[src/core/rcfg_consts.svh]
// Constants for the reset and configuration word block.
// Assumes inclusion by bare name from core/ files.
`ifndef RCFG_CONSTS_SVH
`define RCFG_CONSTS_SVH

// ==========================================================
// Configuration word location and fields
`define CFG_WORD_ADDR 14'h2007
`define CFG_SPACE_LO 14'h2000
`define CFG_SPACE_HI 14'h3FFF
`define CFG_WIDTH 14
`define CFG_RESET 14'h3FFF
`define CFG_FSCM_BIT 11
`define CFG_SWITCH_BIT 10
`define CFG_BOR_HI 9
`define CFG_BOR_LO 8
`define CFG_DPROT_BIT 7
`define CFG_PPROT_BIT 6
`define CFG_PINFN_BIT 5
`define CFG_PUT_DIS_BIT 4
`define CFG_WDT_BIT 3
`define CFG_OSC_HI 2
`define CFG_OSC_LO 0

// ==========================================================
// Timing
`define CLK_HZ 100000000
`define LFOSC_HZ 31000
`define LFOSC_DIV (`CLK_HZ / `LFOSC_HZ)
`define PUT_MS 64
`define PUT_TICKS ((`PUT_MS * `LFOSC_HZ) / 1000)
`define OST_TICKS 1024
`define PIN_FILTER_NS 2000
`define CLK_NS 10
`define PIN_FILTER_CYC (`PIN_FILTER_NS / `CLK_NS)

`endif

[src/core/rcfg_pkg.sv]
// Types for the reset and configuration word block.
// Assumes the constants header sits beside it.
`include "rcfg_consts.svh"
package rcfg_pkg;
  typedef enum logic [2:0] {
    OSC_LP, OSC_XT, OSC_HS, OSC_EC, OSC_INT_IO, OSC_INT_CLKOUT, OSC_RC_IO, OSC_RC_CLKOUT
  } osc_mode_t;
  typedef enum logic [1:0] {
    BOR_OFF, BOR_SOFTWARE, BOR_RUN_ONLY, BOR_ALWAYS
  } bor_mode_t;
  typedef struct packed {
    logic fail_safe_monitor_enable;
    logic int_ext_switchover_enable;
    bor_mode_t brownout_mode_select;
    logic data_memory_protect;
    logic program_memory_protect;
    logic reset_pin_function_select;
    logic powerup_timer_enable;
    logic watchdog_enable;
    osc_mode_t clock_source_select;
  } cfg_opts_t;
  typedef struct packed {
    logic power_on_n;
    logic brownout_n;
    logic timeout_status_flag;
    logic powerdown_status_flag;
  } reset_status_t;
endpackage

[src/core/rcfg_pin_filter.sv]
// Glitch filter for the master clear pin.
// Assumes an input that is asynchronous to I_CLK.
`timescale 1ns/1ps
`default_nettype none
`include "rcfg_consts.svh"
module rcfg_pin_filter (
  input wire logic i_clk,
  input wire logic i_reset,
  input wire logic i_pin,
  output logic o_level
);
  // ========================================================
  // Three-stage synchroniser and width filter
  logic [2:0] sync_q;
  logic [2:0] sync_d;
  logic [15:0] cnt_q;
  logic [15:0] cnt_d;
  logic level_q;
  logic level_d;

  always_comb begin
    sync_d = {sync_q[1:0], i_pin};
    cnt_d = cnt_q;
    level_d = level_q;
    if (sync_q[2] != sync_q[1] || sync_q[2] == level_q) begin
      cnt_d = 16'h0000;
    end else if (cnt_q == 16'(`PIN_FILTER_CYC - 1)) begin
      // Only a pulse that stays for the whole window is accepted
      level_d = sync_q[2];
      cnt_d = 16'h0000;
    end else begin
      cnt_d = cnt_q + 16'h0001;
    end
  end

  always_ff @(posedge i_clk) begin
    if (i_reset) begin
      sync_q <= 3'h7;
      cnt_q <= 16'h0000;
      level_q <= 1'b1;
    end else begin
      sync_q <= sync_d;
      cnt_q <= cnt_d;
      level_q <= level_d;
    end
  end

  assign o_level = level_q;
endmodule
`default_nettype wire

[src/core/rcfg_reset_ctrl.sv]
// Reset sequencer and configuration word decoder.
// Assumes analog detectors supply power-on and brown-out levels on I_CLK.
// How it works
// - Programmed config bits read zero, unprogrammed read one; decode uses read values.
// - Config word sits at 2007h, reachable only in programming mode.
// - Bit 11 high enables fail-safe clock monitor.
// - Bit 10 high enables internal/external clock switchover.
// - Bits 9-8 pick brown-out mode: always, run only, software, off.
// - Bit 7 low protects data memory; releasing it erases data memory.
// - Bit 6 low protects program memory; releasing it erases program memory.
// - Bit 5 high makes pin a reset input; low makes it plain input.
// - Reset pin function turns on weak pull-up.
// - Bit 3 high enables the watchdog.
// - Bits 2-0 select one of eight clock modes.
// - Brown-out enable does not enable the power-up timer.
// - Status tells power-on, watchdog run/sleep, pin run/sleep, brown-out apart.
// - Most registers reset on all resets except watchdog wake-up.
// - Some registers never reset; a separate output marks power-on only.
// - Pin reset path filters away short low glitches.
// - Watchdog reset never drives the reset pin low.
// - Pin reset in internal or RC mode stops the internal oscillator.
// - Power-up timer holds reset 64 ms after power-on or brown-out.
// - Start-up timer holds reset until crystal is stable.
// - Sleep ends on pin reset, watchdog wake-up or interrupt.
// - Power-up timer counts low-frequency internal oscillator ticks.
// - Power-up timer runs after power-on, then start-up timer.
// - Power-on flag cleared by power-on only; software sets it.
`timescale 1ns/1ps
`default_nettype none
`include "rcfg_consts.svh"
module rcfg_reset_ctrl #(
  parameter int PUT_TICKS = `PUT_TICKS,
  parameter int OST_TICKS = `OST_TICKS,
  parameter int LFOSC_DIV = `LFOSC_DIV
) (
  input wire logic I_CLK,
  input wire logic I_RESET,
  input wire logic i_power_on,
  input wire logic i_brownout_low,
  input wire logic i_master_clear_pin,
  input wire logic i_prog_mode,
  input wire logic i_prog_wr,
  input wire logic [13:0] i_prog_addr,
  input wire logic [13:0] i_prog_wdata,
  output logic [13:0] o_prog_rdata,
  input wire logic i_sleeping,
  input wire logic i_watchdog_timeout,
  input wire logic i_interrupt,
  input wire logic i_software_brownout_enable,
  input wire logic i_power_on_flag_set,
  input wire logic i_brownout_flag_set,
  input wire logic i_clear_timeout_powerdown,
  input wire logic i_enter_sleep,
  output rcfg_pkg::cfg_opts_t o_cfg,
  output rcfg_pkg::reset_status_t o_status,
  output logic o_core_reset,
  output logic o_power_on_reset,
  output logic o_wake,
  output logic o_int_osc_stop,
  output logic o_pin_pullup_en,
  output logic o_pin_digital_in,
  output logic o_erase_data_mem,
  output logic o_erase_prog_mem
);
  // ==========================================================
  // Configuration word storage
  logic [13:0] cfg_q;
  logic [13:0] cfg_d;
  logic erase_d_q;
  logic erase_d_d;
  logic erase_p_q;
  logic erase_p_d;
  logic cfg_hit;

  function automatic rcfg_pkg::cfg_opts_t decode_cfg(input logic [13:0] w);
    rcfg_pkg::cfg_opts_t o;
    o.fail_safe_monitor_enable = w[`CFG_FSCM_BIT];
    o.int_ext_switchover_enable = w[`CFG_SWITCH_BIT];
    o.brownout_mode_select = rcfg_pkg::bor_mode_t'(w[`CFG_BOR_HI:`CFG_BOR_LO]);
    o.data_memory_protect = ~w[`CFG_DPROT_BIT];
    o.program_memory_protect = ~w[`CFG_PPROT_BIT];
    o.reset_pin_function_select = w[`CFG_PINFN_BIT];
    o.powerup_timer_enable = ~w[`CFG_PUT_DIS_BIT];
    o.watchdog_enable = w[`CFG_WDT_BIT];
    o.clock_source_select = rcfg_pkg::osc_mode_t'(w[`CFG_OSC_HI:`CFG_OSC_LO]);
    return o;
  endfunction

  // Programming writes the whole word, setting or clearing bits; erased state reads one
  assign cfg_hit = i_prog_mode && (i_prog_addr == `CFG_WORD_ADDR);

  always_comb begin
    cfg_d = cfg_q;
    erase_d_d = 1'b0;
    erase_p_d = 1'b0;
    if (cfg_hit && i_prog_wr) begin
      cfg_d = i_prog_wdata;
      // Lifting protection wipes the guarded memory
      erase_d_d = ~cfg_q[`CFG_DPROT_BIT] & i_prog_wdata[`CFG_DPROT_BIT];
      erase_p_d = ~cfg_q[`CFG_PPROT_BIT] & i_prog_wdata[`CFG_PPROT_BIT];
    end
  end

  always_ff @(posedge I_CLK) begin
    if (I_RESET) begin
      cfg_q <= `CFG_RESET;
      erase_d_q <= 1'b0;
      erase_p_q <= 1'b0;
      o_prog_rdata <= 14'h0000;
    end else begin
      cfg_q <= cfg_d;
      erase_d_q <= erase_d_d;
      erase_p_q <= erase_p_d;
      o_prog_rdata <= cfg_hit ? cfg_q : 14'h0000;
    end
  end

  rcfg_pkg::cfg_opts_t cfg;
  assign cfg = decode_cfg(cfg_q);
  assign o_cfg = cfg;
  assign o_erase_data_mem = erase_d_q;
  assign o_erase_prog_mem = erase_p_q;

  // ==========================================================
  // Pin path, sync of detector levels
  logic pin_level;
  logic pin_reset;
  logic pwr_s1_q;
  logic pwr_s2_q;
  logic pwr_s3_q;
  logic bor_s1_q;
  logic bor_s2_q;
  logic bor_s3_q;
  logic pwr_on;
  logic bor_low;

  rcfg_pin_filter u_filter (
    .i_clk(I_CLK),
    .i_reset(I_RESET),
    .i_pin(i_master_clear_pin),
    .o_level(pin_level)
  );

  always_ff @(posedge I_CLK) begin
    if (I_RESET) begin
      {pwr_s1_q, pwr_s2_q, pwr_s3_q} <= 3'h7;
      {bor_s1_q, bor_s2_q, bor_s3_q} <= 3'h0;
    end else begin
      {pwr_s1_q, pwr_s2_q, pwr_s3_q} <= {i_power_on, pwr_s1_q, pwr_s2_q};
      {bor_s1_q, bor_s2_q, bor_s3_q} <= {i_brownout_low, bor_s1_q, bor_s2_q};
    end
  end

  logic pwr_q;
  logic bor_q;
  always_ff @(posedge I_CLK) begin
    if (I_RESET) begin
      pwr_q <= 1'b1;
      bor_q <= 1'b0;
    end else begin
      if (pwr_s2_q == pwr_s3_q) pwr_q <= pwr_s3_q;
      if (bor_s2_q == bor_s3_q) bor_q <= bor_s3_q;
    end
  end
  assign pwr_on = pwr_q;

  // Pin reset only when pin function selected; otherwise tied inactive
  assign pin_reset = cfg.reset_pin_function_select & ~pin_level;
  assign o_pin_pullup_en = cfg.reset_pin_function_select;
  assign o_pin_digital_in = ~cfg.reset_pin_function_select;

  // Brown-out gating by mode; independent of power-up timer enable
  always_comb begin
    case (cfg.brownout_mode_select)
      rcfg_pkg::BOR_ALWAYS: bor_low = bor_q;
      rcfg_pkg::BOR_RUN_ONLY: bor_low = bor_q & ~i_sleeping;
      rcfg_pkg::BOR_SOFTWARE: bor_low = bor_q & i_software_brownout_enable;
      default: bor_low = 1'b0;
    endcase
  end

  // ==========================================================
  // Low-frequency tick divider
  logic [15:0] div_q;
  logic [15:0] div_d;
  logic lf_tick;
  assign lf_tick = (div_q == 16'(LFOSC_DIV - 1));
  always_comb begin
    div_d = lf_tick ? 16'h0000 : div_q + 16'h0001;
  end

  // ==========================================================
  // Sequencer
  typedef enum {ST_POR, ST_PUT, ST_OST, ST_RUN} seq_t;
  seq_t st_q;
  seq_t st_d;
  logic [15:0] tm_q;
  logic [15:0] tm_d;
  logic crystal;
  logic wdt_reset;
  logic wdt_wake;

  assign crystal = (cfg.clock_source_select == rcfg_pkg::OSC_LP) ||
                   (cfg.clock_source_select == rcfg_pkg::OSC_XT) ||
                   (cfg.clock_source_select == rcfg_pkg::OSC_HS);
  // Watchdog only resets internally, no pin drive exists
  assign wdt_reset = i_watchdog_timeout & cfg.watchdog_enable & ~i_sleeping;
  assign wdt_wake = i_watchdog_timeout & cfg.watchdog_enable & i_sleeping;

  always_comb begin
    st_d = st_q;
    tm_d = tm_q;
    case (st_q)
      ST_POR: begin
        tm_d = 16'h0000;
        if (!pwr_on && !bor_low) begin
          // Timer runs after power-on ends
          st_d = cfg.powerup_timer_enable ? ST_PUT : (crystal ? ST_OST : ST_RUN);
        end
      end
      ST_PUT: begin
        if (lf_tick) tm_d = tm_q + 16'h0001;
        if (tm_q == 16'(PUT_TICKS)) begin
          st_d = crystal ? ST_OST : ST_RUN;
          tm_d = 16'h0000;
        end
      end
      ST_OST: begin
        // Crystal cycles approximated by core clock
        tm_d = tm_q + 16'h0001;
        if (tm_q == 16'(OST_TICKS - 1)) begin
          st_d = ST_RUN;
        end
      end
      default: begin
        tm_d = 16'h0000;
        if (wdt_wake && crystal) begin
          st_d = ST_OST;
        end
      end
    endcase
    if (pwr_on || bor_low) begin
      // Brown-out during power-up timer restarts it
      st_d = ST_POR;
      tm_d = 16'h0000;
    end
  end

  always_ff @(posedge I_CLK) begin
    if (I_RESET) begin
      st_q <= ST_POR;
      tm_q <= 16'h0000;
      div_q <= 16'h0000;
    end else begin
      st_q <= st_d;
      tm_q <= tm_d;
      div_q <= div_d;
    end
  end

  // Held while any timer or source active; interrupt wake-up does not reset, crystal-mode watchdog wake reruns start-up timer
  assign o_core_reset = (st_q != ST_RUN) | pin_reset | wdt_reset;
  assign o_power_on_reset = pwr_on;
  assign o_int_osc_stop = pin_reset & ~crystal & (cfg.clock_source_select != rcfg_pkg::OSC_EC);
  assign o_wake = i_sleeping & (pin_reset | wdt_wake | i_interrupt);

  // ==========================================================
  // Reset cause status
  rcfg_pkg::reset_status_t stat_q;
  rcfg_pkg::reset_status_t stat_d;
  always_comb begin
    stat_d = stat_q;
    if (i_power_on_flag_set) stat_d.power_on_n = 1'b1;
    if (i_brownout_flag_set) stat_d.brownout_n = 1'b1;
    if (i_clear_timeout_powerdown) begin
      stat_d.timeout_status_flag = 1'b1;
      stat_d.powerdown_status_flag = 1'b1;
    end
    if (i_enter_sleep) stat_d.powerdown_status_flag = 1'b0;
    // Hardware events win over software writes
    if (pin_reset && i_sleeping) begin
      stat_d.timeout_status_flag = 1'b1;
      stat_d.powerdown_status_flag = 1'b0;
    end
    if (wdt_reset) stat_d.timeout_status_flag = 1'b0;
    if (wdt_wake) begin
      stat_d.timeout_status_flag = 1'b0;
      stat_d.powerdown_status_flag = 1'b0;
    end
    if (bor_low) begin
      stat_d.brownout_n = 1'b0;
      stat_d.timeout_status_flag = 1'b1;
      stat_d.powerdown_status_flag = 1'b1;
    end
    if (pwr_on) begin
      stat_d.power_on_n = 1'b0;
      stat_d.timeout_status_flag = 1'b1;
      stat_d.powerdown_status_flag = 1'b1;
    end
  end

  always_ff @(posedge I_CLK) begin
    if (I_RESET) begin
      stat_q <= 4'b0011;
    end else begin
      stat_q <= stat_d;
    end
  end
  assign o_status = stat_q;
endmodule
`default_nettype wire

[config.mk]
export PLATFORM = sky130hd
export DESIGN_NAME = rcfg_reset_ctrl
export DESIGN_NICKNAME = d
export VERILOG_FILES = /design/src/core/rcfg_pkg.sv /design/src/core/rcfg_pin_filter.sv /design/src/core/rcfg_reset_ctrl.sv
export VERILOG_INCLUDE_DIRS = /design/src /design/src/core
export SDC_FILE = /design/constraint.sdc
export NUM_CORES = 1
export LEC_CHECK = 0
export ABC_AREA = 1
export BUFFER_PORTS_ARGS = -buffer_cell sky130_fd_sc_hd__buf_4
export CAP_MARGIN = 30
export CORE_ASPECT_RATIO = 0.8
export CORE_MARGIN = 2
export CORE_UTILIZATION = 56
export CTS_CLUSTER_DIAMETER = 80
export CTS_CLUSTER_SIZE = 30
export DETAILED_ROUTE_END_ITERATION = 6
export PLACE_DENSITY = 0.8
export RECOVER_POWER = 50
export REMOVE_ABC_BUFFERS = 1
export SYNTH_ARGS = -nofsm -noshare
export SYNTH_HDL_FRONTEND = slang
export SYNTH_SLANG_ARGS = --single-unit
[constraint.sdc]
create_clock -name I_CLK -period 2.1 [get_ports I_CLK]
set_input_delay 0.105 -clock I_CLK [delete_from_list [all_inputs] [get_ports I_CLK]]
set_output_delay 0.105 -clock I_CLK [all_outputs]
set_load 0.1 [all_outputs]
==> flow_metrics.tcl <==
set metrics [dict create \
    crit_family "simple AND/OR/NAND/NOR gates" \
    synth-seq-cells 96 \
    yosysTopAreaCell "dfxtp_1" \
    critPathCaptureType "flop" \
    yosys.area_share.simple 0.332 \
    rsz0062_at_grt "false" \
    fin_tns_setup_ns 0 \
    worst_path_largest_cell_delay_ns 0.46 \
    p_leak_nw 2.42 \
    skew_ns 0.0154 \
    yosysMostFrequentCell "nand2_1" \
    clkSinkCount 96 \
    synthAdderAreaFrac 0.0363 \
    relSlewSlack 0.189 \
    dr_total_vias 4091 \
    wl_met2_um 4900 \
    synth_edf_count 0 \
    fp.dieW_um 104 \
    ys_warn_count 0 \
    post-route-period-util 0.856 \
    cts_setup_buffers 0 \
    grt_pass1_vias 3980 \
    dr.max_layer_used "met4" \
    setup_viol 0 \
    worstPathCellList "ha_1 -> nand4_1 -> nor2_1 -> nand2_1 -> nand3_1 -> nor2_1" \
    fmax_mhz 556 \
    reg2reg_depth 6 \
    dieArea_um2 8740 \
    outcome "finished, final reports clean" \
    path_buf_inv 0 \
    setup_ws_ns 0.302 \
    overflow 0 \
    critPathSlowestCell "nand3_1" \
    drcViolationCount 0 \
    synth_cells 601 \
    synth_xor_area_frac 0.0332 \
    drt_first_pass_iters 4 \
    ir_drop_mv 0.495 \
    totalWireLength_um 10100 \
    whs_ns 0.0106 \
    start_util 0.572 \
    hold_violations 0 \
    worstHoldPathCells 3 \
    ctsHoldBuffers 20 \
    antenna_found_initial 0 \
    cp-start-kind "flop" \
    drv_slew 0 \
    grt_usage 0.240 \
    hold_class "input pin to flop" \
    root_buffer "clkbuf_8" \
    finalCriticalPeriod_ns 1.80 \
    antenna_left 0 \
    dpl.hpwl_um 7300 \
    worstMarginPinSlew_ns 1.22 \
    maxCapViolCount 0 \
    n_antenna_cell 0 \
    ios 81 \
    synth_top_family_by_area "simple AND/OR/NAND/NOR gates" \
    grt_pass1_wl_um 17300 \
    synth_mux_area_frac 0.00223 \
    area_delta_synth_final_pct 20.3 \
    ctsResizeCount 0 \
    port_buffers 80 \
    fin_cells 808 \
    async_reset_ff_frac 0 \
    ys_top_cells_by_count "nand2_1, dfxtp_1, nor2_1" \
    clockBufferDepth 2 \
    met1_length_um 4270 \
    layout-drive-gt1-share 0.163 \
    synth-seq-area-share 0.429 \
    power.total_mw 3.30 \
    multi_input_area_um2 2060 \
    viasPerCell 5.06 \
    synth_compound_area_frac 0.0597 \
    worst-path-stages 6 \
    synth_ff_type "dfxtp_1" \
    gp_congestion 0.857 \
    htreeDepth 3 \
    fillers 681 \
    regArea_um2 1920 \
    place_ws_ns 0.385 \
    placed_cells 772 \
    nets 751 \
    arrival_ns 2.04 \
    synth.avg_cell_area_um2 7.46 \
    grt_max_degree 19 \
    crit_type "flop to flop" \
    dieHeight_um 84.0 \
    clock_latency_ns 0.37 \
    cts_tree "done" \
    drtIter0Drc 166 \
    cp_max_fo 16 \
    route.met3.wl_um 680 \
    coreArea_um2 7840 \
    synth_cell_types 38 \
    cp.required_ns 2.34 \
    synth_area_um2 4480 \
    cts_buffers 9 \
    rows 29 \
    synthTopCellsByArea "dfxtp_1, nand2_1, nor2_1" \
    path_clk_slew_ns 0.10 \
    synth.top_cell.area_share 0.429 \
    post_drt_wl_per_cell_um 12.5 \
    powerDensity_nw_per_um2 611 \
    worst_path_most_repeated_cell "nor2_1" \
]
## sequential cells by signal (all words and copies together) (netlist names), 2 cells and up
register         count
div_q               16
tm_q                16
u_filter.cnt_q      16
cfg_q               14
o_prog_rdata        14
o_status             4
u_filter.sync_q      3
st_q                 2
## where the power goes
| group | internal, mW | switching (mW) | total, mW |
|---|---|---|---|
| clock network | 0.577 | 0.694 | 1.27 |
| registers | 1.83 | 0.00647 | 1.84 |
| logic | 0.0958 | 0.0893 | 0.185 |
## cell families (layout without fill, tap and decap cells)
group	after synthesis	count (layout)
AND/OR/NAND/NOR	312	312
buffers and inverters	113	212
adder cells (fa/ha/maj)	13	13
AO/OA/AOI/OAI	49	49
flip-flops	96	96
XOR/XNOR	17	17
multiplexers	1	1
## per-layer routing
layer  vias up  global-route usage
met4         0               0.106
met3        22              0.0765
li1       2082                   -
met5         -                   0
met1      1870               0.265
met2       117               0.423
## worst min-delay path: cells and delay by family
| family | cells | cell delay (ns) |
|---|---|---|
| simple gates | 2 | 0.18 |
| buf+inv | 1 | 0.08 |
## placed cells by master (no fill, tap or decap), types with 2 or more instances in the layout
cell and count:
nor3_1 15, nor2_1 89, nand3_1 35, or2_2 7, nand3_2 5, xnor2_1 4, nand2_1 106, a21oi_2 2
nand4_1 30, inv_8 2, nor4_2 2, clkbuf_1 27, clkbuf_2 10, dlygate4sd3_1 20, or2_0 3, nor3_2 3
clkbuf_8 9, nand2_2 7, buf_4 48, inv_2 4, o21ai_0 13, ha_1 13, dfxtp_1 96, xor2_1 13
clkinv_4 3, nor2_2 6, a21oi_1 27, inv_1 86
## metrics by stage
stage | util | instance area, µm²
after floorplan | - | 4340
after global placement | 0.653 | 5120
after detailed placement | 0.653 | 5120
after CTS | 0.705 | 5530
after global routing | 0.688 | 5390
final | 0.688 | 5390
## final cells by class
class,count,share of cell area
clock buffer,9,0.0230
sequential,96,0.357
tap,108,0.0251
multi-input combinational,392,0.383
clock inverter,7,0.0162
timing repair buffer,106,0.133
inverter,90,0.0627
## worst paths after layout
| check | startpoint | to | slack (ns) |
|---|---|---|---|
| setup / recovery | u_filter.cnt_q[0]$_SDFF_PP0_ | u_filter.cnt_q[12]$_SDFF_PP0_ | 0.30 |
| hold / removal | i_prog_wdata[4] | cfg_q[4]$_SDFFE_PP1P_ | 0.01 |
| setup reg to reg | u_filter.cnt_q[0]$_SDFF_PP0_ | u_filter.cnt_q[12]$_SDFF_PP0_ | 0.30 |
| hold reg to reg | bor_s1_q$_SDFF_PP0_ | bor_s2_q$_SDFF_PP0_ | 0.41 |
(Power assumes the default switching activity.)
